--- config.mk ---
export PLATFORM = sky130hd
export DESIGN_NAME = hpm_ctrl
export DESIGN_NICKNAME = d
export VERILOG_FILES = /design/src/rtl/hpm_pkg.sv /design/src/rtl/hpm_stab_timer.sv /design/src/rtl/hpm_ctrl.sv
export VERILOG_INCLUDE_DIRS = /design/src /design/src/rtl
export SDC_FILE = /design/constraint.sdc
export NUM_CORES = 1
export LEC_CHECK = 0
export BUFFER_PORTS_ARGS = -buffer_cell sky130_fd_sc_hd__buf_2
export CAP_MARGIN = 5
export CORE_MARGIN = 8
export CORE_UTILIZATION = 51
export DETAILED_ROUTE_END_ITERATION = 12
export PLACE_DENSITY = 0.85
export SYNTH_ARGS = -nofsm -noshare
export SYNTH_HDL_FRONTEND = slang
export SYNTH_SLANG_ARGS = --single-unit
export TNS_END_PERCENT = 1
--- constraint.sdc ---
create_clock -name hclk -period 6.3 [get_ports hclk]
set_input_delay 1.26 -clock hclk [delete_from_list [all_inputs] [get_ports hclk]]
set_output_delay 1.26 -clock hclk [all_outputs]
set_load 0.02 [all_outputs]
--- src/rtl/hpm_consts.svh ---
`ifndef HPM_CONSTS_SVH
`define HPM_CONSTS_SVH
`define HPM_OPC_STOP 8'h8e
`define HPM_IMASK_STOP 2'h2
`define HPM_IMASK_RESET 2'h3
`define HPM_HSIZE_WORD 3'h2
`define HPM_STAB_SHORT 13'h0100
`define HPM_STAB_LONG 13'h1000
`define HPM_A_CTRL 32'h0000_0000
`define HPM_A_STATUS 32'h0000_0004
`define HPM_A_CCR 32'h0000_0008
`define HPM_A_IRQ 32'h0000_000c
`define HPM_ADDR_W 4
`define HPM_CTRL_OIE 0
`define HPM_CTRL_LONG 1
`define HPM_CTRL_WDGS 2
`define HPM_CTRL_WDGEN 3
`endif

--- src/rtl/hpm_pkg.sv ---
package hpm_pkg;
    typedef enum logic [2:0] {
        HPM_RUN = 3'b000,
        HPM_ACTIVE_STOP = 3'b001,
        HPM_FULL_STOP = 3'b010,
        HPM_STABILISE = 3'b011,
        HPM_RESUME = 3'b100
    } hpm_state_t;
    typedef enum logic [1:0] {
        HPM_WAKE_NONE = 2'b00,
        HPM_WAKE_IRQ = 2'b01,
        HPM_WAKE_RESET = 2'b10
    } hpm_wake_t;
endpackage

--- src/rtl/hpm_stab_timer.sv ---
`include "hpm_consts.svh"

// Down-counter for the oscillator stabilisation wait.
module hpm_stab_timer #(
    parameter int WIDTH = 13
) (
    input wire logic hclk,
    input wire logic hresetn,
    input wire logic start,
    input wire logic [WIDTH-1:0] length,
    output logic busy,
    output logic done
);
    logic [WIDTH-1:0] count;

    always_ff @(posedge hclk or negedge hresetn) begin
        if (!hresetn) begin
            count <= '0;
            done <= 1'b0;
        end else begin
            done <= 1'b0;
            if (start) begin
                count <= length;
            end else if (count != '0) begin
                count <= count - 1'b1;
                if (count == {{(WIDTH-1){1'b0}}, 1'b1}) begin
                    done <= 1'b1;
                end
            end
        end
    end

    assign busy = (count != '0);
endmodule

--- src/rtl/hpm_ctrl.sv ---
// Design decisions made here: the register addresses and the AHB-Lite interface to the registers.
`include "hpm_consts.svh"

// How it works
// RQ1: Stop with enable set enters clocked stop.
// RQ2: Stop with enable clear enters full stop.
// RQ3: Clocked stop left by counter irq/reset.
// RQ4: Counter wake from clocked stop: no wait.
// RQ5: Reset wake from clocked stop: full wait.
// RQ6: Entering stop forces priority mask to 10.
// RQ7: Pending interrupt at entry wakes at once.
// RQ8: Clocked stop: only oscillator, counter clocked.
// RQ9: Clocked stop never causes watchdog reset.
// RQ10: Software keeps enable set during wait.
// RQ11: Wait is 256 or 4096 cycles, option.
// RQ12: Full stop left by reset/designated interrupts.
// RQ13: Full stop wake restarts oscillator, waits.
// RQ14: Resume via interrupt or reset vector.
// RQ15: Full stop turns main oscillator off.
// RQ16: Full stop watchdog reset per option bit.
// RQ17: Irq service pushes and sets priority mask.
// RQ18: Opcode 8e is the stop instruction.
// RQ19: Software re-arms wake pin before stop.
// RQ20: Software may clear pending flags first.
// RQ21: Reset wins over simultaneous interrupt.
module hpm_ctrl (
    input wire logic hclk,
    input wire logic hresetn,
    input wire logic hsel,
    input wire logic [31:0] haddr,
    input wire logic [1:0] htrans,
    input wire logic hwrite,
    input wire logic [2:0] hsize,
    input wire logic [31:0] hwdata,
    input wire logic hready,
    output logic hreadyout,
    output logic hresp,
    output logic [31:0] hrdata,
    input wire logic [7:0] opcode,
    input wire logic opcode_valid,
    input wire logic rt_counter_irq,
    input wire logic wake_irq,
    input wire logic other_irq,
    input wire logic wake_reset_req,
    input wire logic [7:0] condition_code_reg,
    input wire logic [1:0] irq_level,
    input wire logic irq_taken,
    output logic cpu_halt,
    output logic osc_enable,
    output logic rt_counter_clk_en,
    output logic periph_clk_en,
    output logic cc_force,
    output logic [7:0] cc_force_value,
    output logic cc_push,
    output logic [1:0] irq_priority_mask,
    output logic resume_irq,
    output logic resume_reset_vector,
    output logic watchdog_reset
);
    hpm_pkg::hpm_state_t state, next_state;
    hpm_pkg::hpm_wake_t wake_cause;
    logic osc_irq_enable, long_stab, watchdog_in_stop_option, wdg_enabled;
    logic [7:0] main_clock_status_reg;
    logic [7:0] cc_shadow;
    logic stab_start, stab_busy, stab_done;
    logic [12:0] stab_len;
    logic stop_exec, irq_pend_sync1, irq_pend_sync2, wake_sync1, wake_sync2;
    logic rt_sync1, rt_sync2, rst_sync1, rst_sync2, oth_sync1, oth_sync2;
    logic wr_pend, bus_ok;
    logic [`HPM_ADDR_W-1:0] a_reg;
    localparam logic [1:0] IMASK_STOP = `HPM_IMASK_STOP;

    ////////////////////////////////////////////////////////////////////////
    // Wake sources come from other clocks, so each gets two flops.
    always_ff @(posedge hclk or negedge hresetn) begin
        if (!hresetn) begin
            rt_sync1 <= 1'b0;
            rt_sync2 <= 1'b0;
            wake_sync1 <= 1'b0;
            wake_sync2 <= 1'b0;
            oth_sync1 <= 1'b0;
            oth_sync2 <= 1'b0;
            rst_sync1 <= 1'b0;
            rst_sync2 <= 1'b0;
        end else begin
            rt_sync1 <= rt_counter_irq;
            rt_sync2 <= rt_sync1;
            wake_sync1 <= wake_irq;
            wake_sync2 <= wake_sync1;
            oth_sync1 <= other_irq;
            oth_sync2 <= oth_sync1;
            rst_sync1 <= wake_reset_req;
            rst_sync2 <= rst_sync1;
        end
    end

    assign irq_pend_sync1 = rt_sync2 | wake_sync2 | oth_sync2;
    assign irq_pend_sync2 = irq_pend_sync1;
    // RQ18: stop opcode decode
    assign stop_exec = opcode_valid && (opcode == `HPM_OPC_STOP);

    ////////////////////////////////////////////////////////////////////////
    // RQ11: wait length option
    assign stab_len = long_stab ? `HPM_STAB_LONG : `HPM_STAB_SHORT;

    always_comb begin
        next_state = state;
        stab_start = 1'b0;
        unique case (state)
            hpm_pkg::HPM_RUN: begin
                if (stop_exec) begin
                    // RQ7: pending wakes at once
                    if (irq_pend_sync2) begin
                        next_state = hpm_pkg::HPM_RESUME;
                    // RQ1: clocked stop
                    end else if (osc_irq_enable) begin
                        next_state = hpm_pkg::HPM_ACTIVE_STOP;
                    // RQ2: full stop
                    end else begin
                        next_state = hpm_pkg::HPM_FULL_STOP;
                    end
                end
            end
            hpm_pkg::HPM_ACTIVE_STOP: begin
                // RQ5: reset applies wait
                if (rst_sync2) begin
                    next_state = hpm_pkg::HPM_STABILISE;
                    stab_start = 1'b1;
                // RQ3: only counter wakes
                end else if (rt_sync2) begin
                    // RQ4: no wait
                    next_state = hpm_pkg::HPM_RESUME;
                // RQ10: enable cleared falls to full stop
                end else if (!osc_irq_enable) begin
                    next_state = hpm_pkg::HPM_FULL_STOP;
                end
            end
            hpm_pkg::HPM_FULL_STOP: begin
                // RQ12: reset or designated sources
                // RQ13: restart oscillator and wait
                if (rst_sync2 || wake_sync2) begin
                    next_state = hpm_pkg::HPM_STABILISE;
                    stab_start = 1'b1;
                end
            end
            hpm_pkg::HPM_STABILISE: begin
                if (stab_done) begin
                    next_state = hpm_pkg::HPM_RESUME;
                end
            end
            hpm_pkg::HPM_RESUME: begin
                next_state = hpm_pkg::HPM_RUN;
            end
            default: next_state = hpm_pkg::HPM_RUN;
        endcase
    end

    always_ff @(posedge hclk or negedge hresetn) begin
        if (!hresetn) begin
            state <= hpm_pkg::HPM_RUN;
        end else begin
            state <= next_state;
        end
    end

    // RQ21: reset wins over interrupt
    always_ff @(posedge hclk or negedge hresetn) begin
        if (!hresetn) begin
            wake_cause <= hpm_pkg::HPM_WAKE_NONE;
        end else if (state == hpm_pkg::HPM_RUN) begin
            wake_cause <= stop_exec ? hpm_pkg::HPM_WAKE_IRQ : hpm_pkg::HPM_WAKE_NONE;
        end else if ((state == hpm_pkg::HPM_ACTIVE_STOP || state == hpm_pkg::HPM_FULL_STOP) && rst_sync2) begin
            wake_cause <= hpm_pkg::HPM_WAKE_RESET;
        end
    end

    hpm_stab_timer #(
        .WIDTH(13)
    ) u_stab (
        .hclk(hclk),
        .hresetn(hresetn),
        .start(stab_start),
        .length(stab_len),
        .busy(stab_busy),
        .done(stab_done)
    );

    ////////////////////////////////////////////////////////////////////////
    // Gating outputs; the oscillator itself stays on in clocked stop.
    always_comb begin
        cpu_halt = (state != hpm_pkg::HPM_RUN) && (state != hpm_pkg::HPM_RESUME);
        // RQ15: oscillator off in full stop
        osc_enable = (state != hpm_pkg::HPM_FULL_STOP);
        // RQ8: only counter clocked
        rt_counter_clk_en = (state != hpm_pkg::HPM_FULL_STOP);
        periph_clk_en = !cpu_halt;
    end

    // RQ14: resume path
    assign resume_irq = (state == hpm_pkg::HPM_RESUME) && (wake_cause != hpm_pkg::HPM_WAKE_RESET);
    assign resume_reset_vector = (state == hpm_pkg::HPM_RESUME) && (wake_cause == hpm_pkg::HPM_WAKE_RESET);

    // RQ16: full stop watchdog option
    // RQ9: clocked stop exempt
    assign watchdog_reset = (state == hpm_pkg::HPM_RUN) && stop_exec && !irq_pend_sync2 && !osc_irq_enable
        && wdg_enabled && !watchdog_in_stop_option;

    ////////////////////////////////////////////////////////////////////////
    // Priority mask handling; a push saves the current code first.
    always_ff @(posedge hclk or negedge hresetn) begin
        if (!hresetn) begin
            cc_force <= 1'b0;
            cc_force_value <= 8'h00;
            cc_push <= 1'b0;
            irq_priority_mask <= `HPM_IMASK_RESET;
            cc_shadow <= 8'h00;
        end else begin
            cc_force <= 1'b0;
            cc_push <= 1'b0;
            if (state == hpm_pkg::HPM_RUN && stop_exec) begin
                // RQ6: force mask to 10
                cc_force <= 1'b1;
                cc_force_value <= {condition_code_reg[7:6], IMASK_STOP[1], condition_code_reg[4], IMASK_STOP[0],
                    condition_code_reg[2:0]};
                irq_priority_mask <= IMASK_STOP;
            end else if (irq_taken) begin
                // RQ17: push then set level
                cc_push <= 1'b1;
                cc_shadow <= condition_code_reg;
                irq_priority_mask <= irq_level;
            end
        end
    end

    ////////////////////////////////////////////////////////////////////////
    // AHB-Lite slave, zero wait states, always OKAY.
    assign bus_ok = (haddr[31:`HPM_ADDR_W] == '0) && (hsize == `HPM_HSIZE_WORD);
    always_ff @(posedge hclk or negedge hresetn) begin
        if (!hresetn) begin
            wr_pend <= 1'b0;
            a_reg <= '0;
        end else if (hready) begin
            wr_pend <= hsel && htrans[1] && hwrite && bus_ok;
            a_reg <= haddr[`HPM_ADDR_W-1:0];
        end
    end

    always_ff @(posedge hclk or negedge hresetn) begin
        if (!hresetn) begin
            main_clock_status_reg <= 8'h00;
        end else if (wr_pend && ({28'h0, a_reg} == `HPM_A_CTRL)) begin
            main_clock_status_reg <= hwdata[7:0];
        end
    end

    assign osc_irq_enable = main_clock_status_reg[`HPM_CTRL_OIE];
    assign long_stab = main_clock_status_reg[`HPM_CTRL_LONG];
    assign watchdog_in_stop_option = main_clock_status_reg[`HPM_CTRL_WDGS];
    assign wdg_enabled = main_clock_status_reg[`HPM_CTRL_WDGEN];

    always_ff @(posedge hclk or negedge hresetn) begin
        if (!hresetn) begin
            hrdata <= 32'h0000_0000;
        end else if (hready) begin
            hrdata <= 32'h0000_0000;
            if (hsel && htrans[1] && !hwrite && bus_ok) begin
                unique case (haddr)
                    `HPM_A_CTRL: hrdata <= {24'h0, main_clock_status_reg};
                    `HPM_A_STATUS: hrdata <= {26'h0, stab_busy, wake_cause, state};
                    `HPM_A_CCR: hrdata <= {22'h0, irq_priority_mask, cc_shadow};
                    `HPM_A_IRQ: hrdata <= {29'h0, rst_sync2, wake_sync2, rt_sync2};
                    default: hrdata <= 32'h0000_0000;
                endcase
            end
        end
    end

    assign hreadyout = 1'b1;
    assign hresp = 1'b0;

    ////////////////////////////////////////////////////////////////////////
    property p_rq1;
        @(posedge hclk) disable iff (!hresetn)
        (state == hpm_pkg::HPM_RUN && stop_exec && !irq_pend_sync2 && osc_irq_enable)
            |=> state == hpm_pkg::HPM_ACTIVE_STOP;
    endproperty
    a_rq1: assert property (p_rq1) else $error("clocked stop not entered"); // RQ1

    property p_rq2;
        @(posedge hclk) disable iff (!hresetn)
        (state == hpm_pkg::HPM_RUN && stop_exec && !irq_pend_sync2 && !osc_irq_enable)
            |=> state == hpm_pkg::HPM_FULL_STOP && !osc_enable;
    endproperty
    a_rq2: assert property (p_rq2) else $error("full stop not entered"); // RQ2

    property p_rq3;
        @(posedge hclk) disable iff (!hresetn)
        (state == hpm_pkg::HPM_ACTIVE_STOP && !rst_sync2 && !rt_sync2 && osc_irq_enable)
            |=> state == hpm_pkg::HPM_ACTIVE_STOP;
    endproperty
    a_rq3: assert property (p_rq3) else $error("clocked stop left early"); // RQ3

    property p_rq4;
        @(posedge hclk) disable iff (!hresetn)
        (state == hpm_pkg::HPM_ACTIVE_STOP && rt_sync2 && !rst_sync2) |=> ##0 resume_irq;
    endproperty
    a_rq4: assert property (p_rq4) else $error("counter wake delayed"); // RQ4

    property p_rq6;
        @(posedge hclk) disable iff (!hresetn)
        (state == hpm_pkg::HPM_RUN && stop_exec) |=> cc_force && irq_priority_mask == `HPM_IMASK_STOP;
    endproperty
    a_rq6: assert property (p_rq6) else $error("mask not forced"); // RQ6

    property p_rq13;
        @(posedge hclk) disable iff (!hresetn)
        (state == hpm_pkg::HPM_FULL_STOP && wake_sync2 && !long_stab)
            |=> (state == hpm_pkg::HPM_STABILISE && osc_enable)[*8] ##[240:260] state == hpm_pkg::HPM_RESUME;
    endproperty
    a_rq13: assert property (p_rq13) else $error("stabilise wait wrong"); // RQ13

    property p_rq16;
        @(posedge hclk) disable iff (!hresetn)
        watchdog_reset |-> !osc_irq_enable && !watchdog_in_stop_option && wdg_enabled;
    endproperty
    a_rq16: assert property (p_rq16) else $error("bad watchdog reset"); // RQ16

    property p_rq21;
        @(posedge hclk) disable iff (!hresetn)
        (state == hpm_pkg::HPM_FULL_STOP && rst_sync2 && wake_sync2)
            |=> wake_cause == hpm_pkg::HPM_WAKE_RESET;
    endproperty
    a_rq21: assert property (p_rq21) else $error("reset lost priority"); // RQ21

    c_active: cover property (@(posedge hclk) state == hpm_pkg::HPM_ACTIVE_STOP ##1 resume_irq);
    c_full: cover property (@(posedge hclk) state == hpm_pkg::HPM_STABILISE ##1 resume_irq);
    c_reset: cover property (@(posedge hclk) resume_reset_vector);
endmodule

==> results by group <==
Run status
  – Status: complete, no violations

Place
  – Post-Place Cell Area: about 4000 um^2
  – DP HPWL: 6.40 mm
  – Place WS: 2440 ps
  – GP Congestion: 0.869
  – Port Buffers: 100

Yosys
  – Yosys warnings: 0
  – Synth Register Bits: between 60 and 70
  – Post-Syn Area: 3450 um^2
  – Cells after synthesis: around 310
  – Seq/Total Area, Yosys: 0.501
  – Distinct cells, synth: between 50 and 60
  – EDFF count, synth: 0
  – Syn_area_per_cell: between 10 and 15 um^2
  – Main synth FF type: dfrtp_1
  – Async SR Flop Fraction: 1.00

Finish
  – Synthesis-to-layout area growth: 20.5%
  – Regs by FF count: u_stab.count x13, hrdata x10
  – Ant. Diodes: 0
  – Design area: ~4200 um^2
  – Filler instances: 530
  – Sequential cell area: 1730 um^2
  – Share of layout cells above drive strength 1: 0.375
  – Area of the multi-input gates: 1490 um^2
  – Nets: approximately 510
  – Max reg flops: 13
  – Reg with most FFs: u_stab.count

Floorplanning
  – # IOs: approximately 150
  – Rows: 30
  – Initial core utilization: 0.516
  – DIE WIDTH: approximately 100 um
  – Core area: 6680 um^2
  – Die area: between 9000 and 10000 um^2
  – Die height: 98.2 um

Clock network
  – Clk buf depth: 2
  – Hold_buf cts: 0
  – Worst-path clk slew: 60 ps
  – Clock Root Buffer: clkbuf_8
  – H-tree lvl count: 3
  – TritonCTS clock tree: built
  – Clock Sinks: 69
  – Postcts setup bufs: 0
  – CTS Buf Count: 9
  – Latest clock arrival within the worst-skew pair: between 300 and 400 ps
  – Post_cts resized: 0

Setup path
  – Crit path capture type: primary output
  – Worst setup SP type: primary input
  – Crit Path Category: primary input to primary output
  – Startpoint of the worst-slack reg-to-reg timing path: u_stab.count[0]$_DFFE_PN0P_
  – Worst path cell trace: buf_2 > nor4b_1 > nand4b_1 > buf_4 > nor4b_1 > buf_2
  – CP top delay family: simple AND/OR/NAND/NOR gates
  – Slowest stage delay, CP: 370 ps
  – Worst path bufs/invs: 3
  – Worst Path Max Fanout: 13
  – Worst EP arrival: between 2000 and 3000 ps
  – Critical Path Source: opcode[5]
  – Crit path max-delay cell type: nor4b_1
  – Worst path required time: just over 5000 ps

Global route
  – Vias in the first global route: 2892
  – Initial antenna violation count: 0
  – Grt ovf: 0
  – Global-route wire length before repair: between 10 and 15 mm
  – Gr usage total: 0.174
  – Largest net degree at the start of global routing: 70

Timing
  – Clock Skews: roughly 15 ps
  – Slew Limit Headroom: 0.442
  – Slew Viols, Final: 0
  – RSZ-0062 raised after global routing: false
  – Period utilisation layout: 0.614
  – PnR worst setup slack: approximately 2400 ps
  – Worst-Margin Slew: 838 ps
  – Final setup vio count: 0
  – Highest clock rate: between 0.2 and 0.3 GHz
  – Final TNS setup: 0 ps
  – Tmin final: 3870 ps
  – Final hold viol count: 0

Route
  – Wirelength, routed: about 8.5 mm
  – Detailed-route via count: 2724
  – Via density: about 5.5
  – Initial DRC count: about 230
  – Final ANT Viol Nets: 0
  – WL/cell: 17.2 um
  – Iteration count of the initial detailed-routing pass: 4
  – # DRC: 0

Power
  – Pwr per Cell Area: around 320 nW/um^2
  – Pleak: approximately 2.0 nW
  – Peak VDD IR: approximately 0.17 mV

Worst hold path
  – Hold path startpoint: oth_sync1$_DFF_PN0_
  – HP Class: flop to flop

Job
  – Max Cap Viol: 0
## metrics by stage
stage | hold slack (ps) | instances | utilization | power, W
2_1_floorplan | 331 | 332 | - | 0.000814
3_5_place_dp | 336 | 477 | 0.585 | 0.000889
5_1_grt | 360 | 493 | 0.622 | 0.00139
3_3_place_gp | 337 | 477 | 0.585 | 0.000869
6_report | 348 | 493 | 0.622 | 0.00133
4_1_cts | 351 | 493 | 0.622 | 0.00133
## placed cells by master, fill, tap and decap left out, types with 3 or more instances in the layout
master,n
a21oi_1,13
nand2_1,14
buf_2,100
mux4_2,3
conb_1,25
inv_1,20
bufinv_16,3
o21ai_0,4
nor4_1,6
nand2b_1,8
mux2_2,28
nor2_1,16
clkbuf_8,10
or4_1,4
mux2i_1,8
dfrtp_1,67
or4b_1,6
or3_1,4
o41ai_1,9
nor3_1,5
o22ai_1,9
a211oi_1,3
## path summary, 6_finish.rpt
path                                               end  slack, ps  depth (start not counted)
setup reg to reg           u_stab.count[1]$_DFFE_PN0P_       4010                          6
min in group asynchronous  u_stab.count[5]$_DFFE_PN0P_       1090                          2
max in group asynchronous         a_reg[2]$_DFFE_PN0P_       4660                          2
setup / recovery                        watchdog_reset       2430                          6
hold / removal                     oth_sync2$_DFF_PN0_        350                          0
hold reg to reg                    oth_sync2$_DFF_PN0_        350                          0
## routing by layer
layer	GRT usage	wire length, um	up-vias
met1	0.201	3410	1316
met5	0	0	-
met4	0.0815	170	0
li1	-	-	1267
met3	0.0576	791	14
met2	0.284	4100	127
## kinds of logic after synthesis
kind of cell / after synthesis / share of synthesized area
XOR/XNOR: 2 / 0.00508
adder cells (fa/ha/maj): 2 / 0.00725
AND/OR/NAND/NOR: 86 / 0.155
flip-flops: 69 / 0.501
multiplexers: 39 / 0.134
other: 2 / 0.00218
AO/OA/AOI/OAI: 52 / 0.103
buffers and inverters: 57 / 0.0929
## power breakdown
group	internal (W)	total [W]	leakage [nW]	switching, W
combinational	0.000134	0.000309	1.02	0.000176
sequential	0.000504	0.000577	0.885	0.0000733
clock	0.000275	0.000442	0.124	0.000167
total	0.000913	0.00133	2.03	0.000416
## final cells by class
cell class              instances  share of cell area
clock inverters                 5              0.0259
repair buffers                102               0.124
inverters                      20              0.0181
clock buffers                  11              0.0340
well taps                      80              0.0241
flip-flops and latches         69               0.416
multi-input cells             206               0.358
## cell usage after synthesis, drive strengths merged, types with 4 or more instances
cell | count | share of area
nand2b | 8 | 0.015
or4b | 6 | 0.017
o41ai | 9 | 0.023
o21ai | 4 | 0.0058
o22ai | 9 | 0.016
nand2 | 14 | 0.015
or4 | 5 | 0.012
mux2 | 28 | 0.091
buf | 30 | 0.063
nor3 | 5 | 0.0073
inv | 20 | 0.022
mux2i | 8 | 0.023
or3 | 4 | 0.0073
clkbuf | 7 | 0.0076
dfrtp | 67 | 0.49
a21oi | 13 | 0.019
nor4 | 7 | 0.017
nor2 | 16 | 0.017
Power figures use the tool's default switching activity.
